### config.mk
export PLATFORM = sky130hd
export DESIGN_NAME = dsl_device_flat
export DESIGN_NICKNAME = d
export VERILOG_FILES = /design/src/verilog/dsl_pkg.sv /design/src/verilog/dsl_if.sv /design/src/verilog/dsl_device.sv /design/src/verilog/dsl_sync.sv /design/src/flat_wrapper.sv
export SDC_FILE = /design/constraint.sdc
export NUM_CORES = 1
export LEC_CHECK = 0
export BUFFER_PORTS_ARGS = -buffer_cell sky130_fd_sc_hd__buf_2
export CORE_MARGIN = 5
export CORE_UTILIZATION = 55
export DETAILED_ROUTE_END_ITERATION = 12
export PLACE_DENSITY = 0.76
export SYNTH_ARGS = -nofsm -noshare
export SYNTH_HDL_FRONTEND = slang
export SYNTH_SLANG_ARGS = --single-unit
### constraint.sdc
create_clock -name clk_i -period 4.9 [get_ports clk_i]
set_clock_uncertainty 0.1 [all_clocks]
set_input_delay 0.245 -clock clk_i [delete_from_list [all_inputs] [get_ports clk_i]]
set_output_delay 0.245 -clock clk_i [all_outputs]
set_load 0.02 [all_outputs]
### src/verilog/dsl_pkg.sv
// dsl_pkg: constants shared by the serial load port, its host end and the dds core.
// assumes a single 40 MHz master clock on both ends.
`default_nettype none
package dsl_pkg;
  ////////////////////////////////////////////////////////////////////////////////
  // serial word and dds widths
  localparam int unsigned WORD_W  = 16;
  localparam int unsigned CNT_W   = 5;
  localparam int unsigned FREQ_W  = 28;
  localparam int unsigned PHASE_W = 12;
  localparam int unsigned HALF_W  = 14;
  localparam int unsigned PIPE_LAT = 8;
  localparam logic [CNT_W-1:0] LAST_BIT = 5'h0F;
  ////////////////////////////////////////////////////////////////////////////////
  // word address codes, bits 15:14
  localparam logic [1:0] ADDR_CTRL  = 2'h0;
  localparam logic [1:0] ADDR_FREQA = 2'h1;
  localparam logic [1:0] ADDR_FREQB = 2'h2;
  localparam logic [1:0] ADDR_PHASE = 2'h3;
  localparam int unsigned PH_SEL_POS = 13;
  ////////////////////////////////////////////////////////////////////////////////
  // control field positions
  localparam int unsigned C_B28    = 13;
  localparam int unsigned C_HLB    = 12;
  localparam int unsigned C_FREQUENCY_SELECT_BIT   = 11;
  localparam int unsigned C_PSEL   = 10;
  localparam int unsigned C_PINSW  = 9;
  localparam int unsigned C_RESET  = 8;
  localparam int unsigned C_SLEEP1 = 7;
  localparam int unsigned C_OPBEN  = 5;
  localparam int unsigned C_SIGN   = 4;
  ////////////////////////////////////////////////////////////////////////////////
  // link pin vector order inside the device, and its idle level
  localparam int unsigned L_SCLK = 0;
  localparam int unsigned L_STRB = 1;
  localparam int unsigned L_SDAT = 2;
  localparam int unsigned L_FREQUENCY_SELECT_BIT = 3;
  localparam int unsigned L_PSEL = 4;
  localparam int unsigned L_RST  = 5;
  localparam int unsigned LINK_W = 6;
  localparam logic [5:0]  LINK_IDLE = 6'h03;
  ////////////////////////////////////////////////////////////////////////////////
  // host timing and register map
  localparam int unsigned CLK_PERIOD_NS  = 25;
  localparam int unsigned SCLK_PERIOD_NS = 200;
  localparam int unsigned SCLK_HALF_CYC  = SCLK_PERIOD_NS / (2 * CLK_PERIOD_NS);
  localparam logic [7:0]  REG_TXDATA = 8'h00;
  localparam logic [7:0]  REG_STATUS = 8'h04;
  localparam logic [7:0]  REG_PINS   = 8'h08;
  localparam logic [2:0]  PINS_RESET_VAL = 3'h4;
endpackage
`default_nettype wire

### src/verilog/dsl_if.sv
// dsl_if: three-wire load link plus select and reset pins between host and device.
// assumes the host drives every wire; the device only listens.
`timescale 1ns/1ps
`default_nettype none
interface dsl_if;
  logic sclk;
  logic frame_strobe_n;
  logic sdata;
  logic frequency_select_pin;
  logic phase_select_pin;
  logic reset_pin;
  modport host (
    output sclk, frame_strobe_n, sdata, frequency_select_pin, phase_select_pin, reset_pin
  );
  modport device (
    input sclk, frame_strobe_n, sdata, frequency_select_pin, phase_select_pin, reset_pin
  );
endinterface
`default_nettype wire

### src/verilog/dsl_device.sv
// dsl_device: serial load port, register file and phase pipeline of the synthesiser.
// assumes the link pins arrive unsynchronised; clk_i is the master clock.
//
// The APB slave port and the address map were decided locally.
`timescale 1ns/1ps
`default_nettype none
// Notes on behaviour
// - each transfer is one 16-bit word
// - strobe is level frame sync and enable
// - bits ignored while strobe is high
// - shift on sclk falling edges, 16 pulses
// - host raises strobe after 16th fall
// - long frames split into 16-bit words
// - sclk high when strobe falls, may idle
// - host holds reset until output wanted
// - reset clears accumulator, output at midscale
// - reset keeps phase, frequency, control registers
// - host loads registers before releasing reset
// - output data eight cycles after reset
// - select pin change takes eight cycles
// - late select change costs one cycle
// - register load reaches output in 8-9
// - reset and sleep release sampled late
// - comparator needs sign and output-enable bits
// - accumulator fed from register a or b
// - address bits 00 mean control write
// - control bits except B28 and HLB sampled late
module dsl_device #(
  parameter int unsigned LAT = dsl_pkg::PIPE_LAT
) (
  // clock and reset
  input  wire logic                         clk_i,
  input  wire logic                         rstn_i,
  // link from the host
  dsl_if.device                             link,
  // synthesiser output
  output logic [dsl_pkg::PHASE_W-1:0]       dac_phase_o,
  output logic                              out_active_o,
  output logic                              comparator_en_o,
  output logic                              sleep_o,
  // received words
  output logic [dsl_pkg::WORD_W-1:0]        word_o,
  output logic                              word_valid_o
);
  ////////////////////////////////////////////////////////////////////////////////
  // state
  typedef struct packed {
    logic [dsl_pkg::WORD_W-1:0]             shift;
    logic [dsl_pkg::CNT_W-1:0]              cnt;
    logic                                   sclk_prev;
    logic [dsl_pkg::WORD_W-1:0]             word;
    logic                                   word_v;
    logic [dsl_pkg::HALF_W-1:0]             ctrl;
    logic [dsl_pkg::HALF_W-1:0]             ctrl_late;
    logic [dsl_pkg::FREQ_W-1:0]             freq_a;
    logic [dsl_pkg::FREQ_W-1:0]             freq_b;
    logic [dsl_pkg::PHASE_W-1:0]            phase_a;
    logic [dsl_pkg::PHASE_W-1:0]            phase_b;
    logic [dsl_pkg::HALF_W-1:0]             lsb_hold;
    logic                                   lsb_pend;
    logic                                   rst_hold;
    logic                                   sleep_hold;
    logic [dsl_pkg::FREQ_W-1:0]             acc;
    logic [LAT-1:0][dsl_pkg::PHASE_W:0]     pipe;
  } dsl_dev_s;
  dsl_dev_s s_q, s_d;

  logic [dsl_pkg::LINK_W-1:0] pins;

  // pin or software source, chosen by the pin/software control bit
  function automatic logic pin_or_bit(input logic use_pin, input logic pin, input logic sw);
    pin_or_bit = use_pin ? pin : sw;
  endfunction

  ////////////////////////////////////////////////////////////////////////////////
  // pin synchronisers
  dsl_sync #(
    .W    (dsl_pkg::LINK_W),
    .INIT (dsl_pkg::LINK_IDLE)
  ) u_sync (
    .clk_i   (clk_i),
    .rstn_i  (rstn_i),
    .async_i ({link.reset_pin, link.phase_select_pin, link.frequency_select_pin,
               link.sdata, link.frame_strobe_n, link.sclk}),
    .level_o (pins)
  );

  ////////////////////////////////////////////////////////////////////////////////
  // next state
  always_comb begin
    logic [dsl_pkg::WORD_W-1:0]  shifted;
    logic [dsl_pkg::FREQ_W-1:0]  f;
    logic [dsl_pkg::HALF_W-1:0]  pay;
    logic                        frequency_select_bit_e;
    logic                        psel_e;
    logic                        rst_req;
    logic                        rst_e;
    logic                        sleep_e;
    shifted = {s_q.shift[dsl_pkg::WORD_W-2:0], pins[dsl_pkg::L_SDAT]};
    f       = '0;
    pay     = s_q.word[dsl_pkg::HALF_W-1:0];
    frequency_select_bit_e  = 1'b0;
    psel_e  = 1'b0;
    rst_req = 1'b0;
    rst_e   = 1'b0;
    sleep_e = 1'b0;
    s_d           = s_q;
    s_d.word_v    = 1'b0;
    s_d.sclk_prev = pins[dsl_pkg::L_SCLK];

    // serial shifter
    if (pins[dsl_pkg::L_STRB]) begin
      s_d.cnt = '0;
    end else if (s_q.sclk_prev && !pins[dsl_pkg::L_SCLK]) begin
      s_d.shift = shifted;
      if (s_q.cnt == dsl_pkg::LAST_BIT) begin
        s_d.cnt    = '0;
        s_d.word   = shifted;
        s_d.word_v = 1'b1;
      end else begin
        s_d.cnt = s_q.cnt + 5'h01;
      end
    end

    // word decode, one cycle after the word closes
    if (s_q.word_v) begin
      case (s_q.word[dsl_pkg::WORD_W-1 -: 2])
        dsl_pkg::ADDR_CTRL: begin
          s_d.ctrl = pay;
        end
        dsl_pkg::ADDR_FREQA, dsl_pkg::ADDR_FREQB: begin
          f = (s_q.word[dsl_pkg::WORD_W-1 -: 2] == dsl_pkg::ADDR_FREQA) ? s_q.freq_a
                                                                        : s_q.freq_b;
          // a 28-bit load commits only once both halves are in
          if (s_q.ctrl[dsl_pkg::C_B28]) begin
            if (!s_q.lsb_pend) begin
              s_d.lsb_hold = pay;
              s_d.lsb_pend = 1'b1;
            end else begin
              f            = {pay, s_q.lsb_hold};
              s_d.lsb_pend = 1'b0;
            end
          end else if (s_q.ctrl[dsl_pkg::C_HLB]) begin
            f[dsl_pkg::FREQ_W-1 -: dsl_pkg::HALF_W] = pay;
          end else begin
            f[dsl_pkg::HALF_W-1:0] = pay;
          end
          if (s_q.word[dsl_pkg::WORD_W-1 -: 2] == dsl_pkg::ADDR_FREQA) begin
            s_d.freq_a = f;
          end else begin
            s_d.freq_b = f;
          end
        end
        dsl_pkg::ADDR_PHASE: begin
          if (s_q.word[dsl_pkg::PH_SEL_POS]) begin
            s_d.phase_b = pay[dsl_pkg::PHASE_W-1:0];
          end else begin
            s_d.phase_a = pay[dsl_pkg::PHASE_W-1:0];
          end
        end
        default: begin
          s_d.ctrl = s_q.ctrl;
        end
      endcase
    end

    // control sampled one cycle late, standing in for the falling-edge sample
    s_d.ctrl_late = s_q.ctrl;
    frequency_select_bit_e  = pin_or_bit(s_q.ctrl_late[dsl_pkg::C_PINSW], pins[dsl_pkg::L_FREQUENCY_SELECT_BIT],
                         s_q.ctrl_late[dsl_pkg::C_FREQUENCY_SELECT_BIT]);
    psel_e  = pin_or_bit(s_q.ctrl_late[dsl_pkg::C_PINSW], pins[dsl_pkg::L_PSEL],
                         s_q.ctrl_late[dsl_pkg::C_PSEL]);
    rst_req = pin_or_bit(s_q.ctrl_late[dsl_pkg::C_PINSW], pins[dsl_pkg::L_RST],
                         s_q.ctrl_late[dsl_pkg::C_RESET]);

    // release of reset and sleep is seen one cycle late, assertion at once
    s_d.rst_hold   = rst_req;
    s_d.sleep_hold = s_q.ctrl_late[dsl_pkg::C_SLEEP1];
    rst_e   = rst_req | s_q.rst_hold;
    sleep_e = s_q.ctrl_late[dsl_pkg::C_SLEEP1] | s_q.sleep_hold;

    // accumulator; registers themselves are never touched by the reset function
    if (rst_e) begin
      s_d.acc = '0;
    end else if (!sleep_e) begin
      s_d.acc = s_q.acc + (frequency_select_bit_e ? s_q.freq_b : s_q.freq_a);
    end

    // output pipeline sets the fixed latency to the dac
    s_d.pipe[0] = rst_e ? '0 : {1'b1, s_q.acc[dsl_pkg::FREQ_W-1 -: dsl_pkg::PHASE_W]
                               + (psel_e ? s_q.phase_b : s_q.phase_a)};
    for (int i = 1; i < int'(LAT); i++) begin
      s_d.pipe[i] = s_q.pipe[i-1];
    end
  end

  ////////////////////////////////////////////////////////////////////////////////
  // registers; register contents after power-up are zero, not meaningful
  always_ff @(posedge clk_i or negedge rstn_i) begin
    if (!rstn_i) begin
      s_q <= '0;
    end else begin
      s_q <= s_d;
    end
  end

  ////////////////////////////////////////////////////////////////////////////////
  // outputs
  assign dac_phase_o     = s_q.pipe[LAT-1][dsl_pkg::PHASE_W-1:0];
  assign out_active_o    = s_q.pipe[LAT-1][dsl_pkg::PHASE_W];
  assign comparator_en_o = s_q.ctrl_late[dsl_pkg::C_SIGN]
                         & s_q.ctrl_late[dsl_pkg::C_OPBEN];
  assign sleep_o         = s_q.ctrl_late[dsl_pkg::C_SLEEP1];
  assign word_o          = s_q.word;
  assign word_valid_o    = s_q.word_v;
endmodule // dsl_device
`default_nettype wire

### src/verilog/dsl_sync.sv
// dsl_sync: three-stage synchroniser with agreement filter for pins from another domain.
// assumes clk_i is the local clock; a change is taken once stages two and three agree.
`timescale 1ns/1ps
`default_nettype none
module dsl_sync #(
  parameter int unsigned W    = 1,
  parameter logic [W-1:0] INIT = '0
) (
  // clock and reset
  input  wire logic         clk_i,
  input  wire logic         rstn_i,
  // pins in, filtered level out
  input  wire logic [W-1:0] async_i,
  output logic      [W-1:0] level_o
);
  typedef struct packed {
    logic [W-1:0] s1;
    logic [W-1:0] s2;
    logic [W-1:0] s3;
    logic [W-1:0] lvl;
  } dsl_sync_s;
  dsl_sync_s s_q, s_d;

  always_comb begin
    s_d    = s_q;
    s_d.s1 = async_i;
    s_d.s2 = s_q.s1;
    s_d.s3 = s_q.s2;
    // s1 only feeds s2, so a metastable first stage never reaches logic
    for (int i = 0; i < int'(W); i++) begin
      if (s_q.s2[i] == s_q.s3[i]) begin
        s_d.lvl[i] = s_q.s3[i];
      end
    end
  end

  always_ff @(posedge clk_i or negedge rstn_i) begin
    if (!rstn_i) begin
      s_q <= '{s1: INIT, s2: INIT, s3: INIT, lvl: INIT};
    end else begin
      s_q <= s_d;
    end
  end

  assign level_o = s_q.lvl;
endmodule // dsl_sync
`default_nettype wire

### src/flat_wrapper.sv
// flat-port wrapper written by rule: the top's interface ports become plain ports
module dsl_device_flat 
#(
  parameter int unsigned LAT = dsl_pkg::PIPE_LAT
)
  (clk_i, rstn_i, dac_phase_o, out_active_o, comparator_en_o, sleep_o, word_o, word_valid_o, link_sclk, link_frame_strobe_n, link_sdata, link_frequency_select_pin, link_phase_select_pin, link_reset_pin);
  dsl_if link_i ();
  input  wire logic clk_i;
  input  wire logic rstn_i;
  output logic [dsl_pkg::PHASE_W-1:0] dac_phase_o;
  output logic out_active_o;
  output logic comparator_en_o;
  output logic sleep_o;
  output logic [dsl_pkg::WORD_W-1:0] word_o;
  output logic word_valid_o;
  input wire logic [$bits(link_i.sclk)-1:0] link_sclk;
  input wire logic [$bits(link_i.frame_strobe_n)-1:0] link_frame_strobe_n;
  input wire logic [$bits(link_i.sdata)-1:0] link_sdata;
  input wire logic [$bits(link_i.frequency_select_pin)-1:0] link_frequency_select_pin;
  input wire logic [$bits(link_i.phase_select_pin)-1:0] link_phase_select_pin;
  input wire logic [$bits(link_i.reset_pin)-1:0] link_reset_pin;
  assign link_i.sclk = link_sclk;
  assign link_i.frame_strobe_n = link_frame_strobe_n;
  assign link_i.sdata = link_sdata;
  assign link_i.frequency_select_pin = link_frequency_select_pin;
  assign link_i.phase_select_pin = link_phase_select_pin;
  assign link_i.reset_pin = link_reset_pin;
  dsl_device #(.LAT(LAT)) u_core (.clk_i(clk_i), .rstn_i(rstn_i), .link(link_i), .dac_phase_o(dac_phase_o), .out_active_o(out_active_o), .comparator_en_o(comparator_en_o), .sleep_o(sleep_o), .word_o(word_o), .word_valid_o(word_valid_o));
endmodule
* After elaboration in Yosys (flattened, before gate mapping) *
Cells that the tools add are included.

word-level totals
  bits in registers = 317
  latch bits = 0
  bits in writable memories = 0
  memory bits (read-only) = 0
  bits of input ports = 8
  output and inout port bits = 32
  logic and storage cells = 88
  memories kept = 0

cells by class
  $add $sub $neg = 3
  multiply operators = 0
  divide/modulo/power cells = 0
  magnitude comparators = 0
  equal/unequal tests = 11
  shift operators = 0
  multiplexer cells = 20
  bitwise gates (word level) = 7
  reduce and logical (&&, ||, !) cells = 14

operator list
  kind                   count
  $mux W28               6
  $add A28 B28 Y28       1
  $mux W14               2
  $reduce_and A3 Y1      6
  $mux W5                3
  $mux W13               1
  $add A12 B12 Y12       1
  $mux W12               1
  $mux W1                7
  $eq A1 B1 Y1           6
  $add A5 B1 Y5 const B  1
  $eq A5 B4 Y1 const B   1
  $eq A2 B2 Y1 const B   2
  $not A1 Y1             4
  $reduce_and A2 Y1      2
  $reduce_and A4 Y1      1
  $eq A2 B1 Y1 const B   1
  $logic_not A2 Y1       1
  $ne A2 B1 Y1 const B   1
  $or A1 B1 Y1           2
  $reduce_bool A2 Y1     1
  $reduce_or A2 Y1       1
  $and A1 B1 Y1          1
  $logic_and A1 B1 Y1    1
  $logic_not A1 Y1       1

* Logic depth before layout (Yosys ltp) *
  depth in word-level cells = 5
  depth in mapped cells = 13
  mapped depth without buffers = 12

* By module *
From an unflattened synthesis, not the netlist that was laid out.

second synthesis, totals
  cells, all modules = 956
  area, all modules = 12719.7 sq um

by module, submodules not included
  module      times used  cells an instance  area each (sq um)  sequential area each (sq um)
  dsl_device  1           920                11996.5            7081.8
  dsl_sync    1           36                 723.2              610.6

* Least setup slack after synthesis *
No wires, ideal clock.

  kind = register -> register
  start point = register u_core.s_q[238] in the netlist's numbering
  end point = register u_core.s_q[124] in the netlist's numbering
  setup time = 0.122 ns
  arrival = 3.284 ns
  required time = 4.678 ns
  setup slack = 1.395 ns
  stages on the path, launching flop included = 14
  buffers on the path = 1
  cells stage by stage = dfrtp_1 mux2i_4 clkbuf_1 mux2_2 ha_1 inv_1 fa_1 nand2b_1 a21oi_2 o21ai_2 a211oi_2 o31a_1 or3_1 a32o_1

on the way
  longest elaborated chain between the ends = 5
  elaborated cells between the ends (all ways) = 8
  classes of those cells = add/sub (1); eq/ne (1); mux (5); bitwise (1)

ends and longest elaborated chain
  what                    line               source
  from (decl)             dsl_device.sv:66   dsl_dev_s s_q, s_d;
  from (signal assigned)  dsl_device.sv:201  s_q <= '0;
  from (signal assigned)  dsl_device.sv:203  s_q <= s_d;
  $mux W1                 dsl_device.sv:72   pin_or_bit = use_pin ? pin : sw;
  $mux W28                dsl_device.sv:186  s_d.acc = s_q.acc + (frequency_select_bit_e ? s_q.freq_b : s_q.freq_a);
  $add A28 B28 Y28        dsl_device.sv:186
  $mux W28                dsl_device.sv:185  end else if (!sleep_e) begin
  $mux W28                dsl_device.sv:183  if (rst_e) begin

Parallel ways exist; a longest one is shown, timed or not. The select of a mux whose other input is x is not followed.
A chain may end at the register's enable or synchronous reset.

* Final worst setup path *
Ends and elaborated chain as after synthesis.

==> metrics.log <==
[metrics] Via Count: ~8500
[metrics] fraction of the mapped netlist area in compound gates: 13.1%
[metrics] share of the yosys chip area belonging to registers: between 50% and 60%
[metrics] cell with the most instances after synthesis: sky130_fd_sc_hd__dfrtp_1
[metrics] weighted congestion reported at the end of routability-driven placement: 0.870
[metrics] actual transition at the worst max-transition pin: 1.07 ns
[metrics] main area contributors after synthesis: sky130_fd_sc_hd__dfrtp_1, sky130_fd_sc_hd__mux2_2, sky130_fd_sc_hd__ha_1
[metrics] setup_tns: 0 ns
[metrics] first-pass GRT wire length: 45800 um
[metrics] Std-Cell Core Area: ~24000 um2
[metrics] DP Worst Slack: 1.16 ns
[metrics] Top Ports: 40
[metrics] required arrival time at the worst endpoint: 5.25 ns
[metrics] library cell used as clock root buffer: sky130_fd_sc_hd__clkbuf_16
[metrics] post-synthesis xor/xnor area fraction: ~1.8%
[metrics] quantity of gates resized following cts: 0
[metrics] number of nets in the layout: approximately 1200
[metrics] Tmin final: 3.80 ns
[metrics] number of buffers created by CTS: 30
[metrics] flops & latches, synth: 307
[metrics] post-synthesis share of cell area spent on and, or, nand and nor gates: 7.90%
[metrics] cell types with the highest counts after synthesis: sky130_fd_sc_hd__dfrtp_1, sky130_fd_sc_hd__mux2_2, sky130_fd_sc_hd__a21oi_1
[metrics] Total Routed Length: ~28000 um
[metrics] clk sinks: a little over 300
[metrics] Worst setup EP type: flip-flop
[metrics] layout filler cell count: 1760
[metrics] number of enable flip-flop cells after synthesis: 0
[metrics] Area Growth Syn to Fin: 10.4%
[metrics] kind of launch point of the worst setup path: flip-flop
[metrics] number of antenna violations at the first check in global routing: 1
[metrics] register clock-pin slew on the reported worst setup and hold paths: 0.08 ns
[metrics] PwrDens: 351 nW/um2
[metrics] drt initial violations: 688
[metrics] post-placement cell count: around 1400
[metrics] TritonCTS clock tree: done
[metrics] status: finished, final reports clean
[metrics] Final Setup Violations: 0
[metrics] CP Max Fanout: 14
[metrics] Hold Crit Class: primary input to flip-flop
[metrics] worst skew pair latency: between 0.5 and 0.6 ns
[metrics] type of the worst setup path: flip-flop to flip-flop
[metrics] tightest slew margin relative to the limit: 28.5%
[metrics] count of synthesis-stage warnings from yosys: 0
[metrics] DPL Wire Length: 18200 um
[metrics] count of maximum capacitance violations: 0
[metrics] post-synthesis async set-or-reset flop share: 100%
[metrics] number of H-tree branching levels: 1
[metrics] number of buffers inserted by port buffering: 39
[metrics] via count of the first global-routing pass: 8629
[metrics] Final WS setup: 1.10 ns
[metrics] number of instances in the synthesized netlist: 1093
[metrics] DRC violation count after routing: 0
[metrics] GRT Util Overall: between 20% and 30%
[metrics] adder and majority gate portion of the synthesized area: 5.19%
[metrics] final count of pins violating max slew: 0
[metrics] maximum number of buffers from clock root to sink: 3
[metrics] largest family of logic cells by synthesized area: compound AO/OA/AOI/OAI gates
[metrics] share of post-route cells with drive strength above 1: 22.1%
[metrics] DR WL/cell: 19.4 um
[metrics] Fmax achieved: 263 MHz
[metrics] site row count: 56
[metrics] pin count of the biggest net entering global routing: 151
[metrics] Post-Syn Area per Cell: 12.1 um2
[metrics] most common flop cell mapped by yosys: sky130_fd_sc_hd__dfrtp_1
[metrics] setup repair after global routing missed its margin: no
[metrics] final worst-path cycle share: 77.5%
[metrics] portion of synthesized cell area occupied by the leading cell type: 56.4%
[metrics] Peak supply drop: ~0.31 mV
[metrics] most area-hungry cell type in the Yosys netlist: sky130_fd_sc_hd__dfrtp_1
[metrics] leakage power figure: 7.28 nW
[metrics] die height: 165 um
[metrics] Final Non-Filler Cells: between 1000 and 1500
[metrics] Post-DRT Antenna Nets: 0
[metrics] starting utilization of the core area: 56.2%
[metrics] multiplexer share of the synthesized area: 10.3%
[metrics] final core utilization: 62.1%
[metrics] first-pass iteration count of the detailed router: 5
[metrics] Via-to-Cell Ratio: around 5.8
[metrics] GRT Residual Overflow: 0
[metrics] Net Count, Synth: 1150
[metrics] distinct cell type count of the synthesized netlist: 75
[metrics] Die Footprint: 27300 um2
[metrics] number of failing hold endpoints at the final stage: 0
[metrics] Crit path arrival time: 4.15 ns
[metrics] width of the die: 165 um
[metrics] area of the mapped netlist: 13300 um2
[metrics] total chip power: 5.14 mW
==> per-stage QoR <==
stage                     instance area (um2)  hold WS (ns)
after floorplan                         13300        -0.151
after global placement                  13500         0.232
after global routing                    14700         0.214
final                                   14700         0.225
after CTS                               14700         0.208
after detailed placement                13500         0.235
==> kinds of logic (layout without fill, tap and decap cells) <==
group                      Yosys count  count (layout)
other                                0               1
xor gates and xnor gates            28              28
buffers and inverters               84             126
AOI/OAI and AO/OA                  274             274
and+or+nand+nor                    224             224
muxes                              121             121
DFF                                307             307
adders and majority gates           55              55
==> layout make-up <==
cell class,count,area (um2),area share [%]
sequential,307,7690,52.5
multi-input combinational,702,5090,34.7
clock buffer,42,846,5.77
tap,319,399,2.72
timing repair buffer,59,385,2.63
clock inverter,13,194,1.32
inverter,12,45.0,0.307
antenna,1,2.50,0.0171
==> routing by layer <==
| metal | share of wire, % | track usage [%] | up-vias |
|---|---|---|---|
| met5 | 0 | 0 | - |
| met4 | 3.1 | 7.20 | 0 |
| met3 | 4.0 | 2.76 | 56 |
| met2 | 48 | 34.7 | 201 |
| met1 | 44 | 29.3 | 4310 |
| li1 | - | - | 3909 |
==> power by group <==
part | internal, mW | leakage [nW] | switching, mW | total, mW
Clock | 1.42 | 0.514 | 0.984 | 2.40
Sequential | 2.59 | 4.17 | 0.0397 | 2.63
Combinational | 0.0441 | 2.60 | 0.0684 | 0.113
Total | 4.05 | 7.28 | 1.09 | 5.14
==> repair_timing <==
action                    4_1_cts  5_1_grt
hold buffers                    7        0
hold endpoints to repair      147        0
buffers inserted                0        0
==> cells in the final DEF, fill, tap and decap left out, drive strengths merged, types with 5 or more instances in the layout <==
master,n
a211oi,6
a21o,12
a21oi,98
a32o,5
and2,11
and3,5
buf,52
clkbuf,42
clkinv,8
dfrtp,299
dfstp,8
dlygate4sd3,7
ha,47
inv,13
maj3,6
mux2,115
mux2i,6
nand2,62
nand2b,6
nand3,14
nor2,94
nor2b,5
nor3,8
o211ai,5
o21a,8
o21ai,72
o22a,14
o22ai,28
xnor2,12
xor2,16
==> sequential cells by signal, indices dropped and copies added (netlist names) <==
name	flops
u_core.s_q	152
u_core.s_d	100
u_core.word_o	16
u_core.dac_phase_o	12
u_core.u_sync.s_d	12
u_core.u_sync.level_o	6
u_core.u_sync.s_q	6
u_core.out_active_o	1
u_core.sleep_o	1
u_core.word_valid_o	1
==> path summary, 6_finish.rpt <==
| path | startpoint | to | slack (ns) | cells past startpoint |
|---|---|---|---|---|
| setup / recovery | u_core.s_q[238] | u_core.s_q[124] | 1.10 | 11 |
| hold / removal | link_reset_pin | u_core.u_sync.s_d[17] | 0.23 | 2 |
| setup reg to reg | u_core.s_q[238] | u_core.s_q[124] | 1.10 | 11 |
| hold reg to reg | u_core.s_d[70] | u_core.s_d[83] | 0.24 | 0 |
| max in group asynchronous | rstn_i | u_core.s_q[203] | 3.23 | 3 |
| min in group asynchronous | rstn_i | u_core.s_d[103] | 0.27 | 2 |
==> worst max-delay path: stages, from the launching register on <==
cell	delay, ns
sky130_fd_sc_hd__dfrtp_1	0.46
sky130_fd_sc_hd__mux2i_4	0.66
sky130_fd_sc_hd__buf_4	0.30
sky130_fd_sc_hd__mux2_2	0.36
sky130_fd_sc_hd__ha_1	0.36
sky130_fd_sc_hd__nand2_1	0.13
sky130_fd_sc_hd__a211oi_1	0.30
sky130_fd_sc_hd__o21ai_2	0.13
sky130_fd_sc_hd__a211oi_2	0.29
sky130_fd_sc_hd__o31a_1	0.20
sky130_fd_sc_hd__o21ai_0	0.09
sky130_fd_sc_hd__a32o_1	0.28
(Power assumes the default switching activity.)
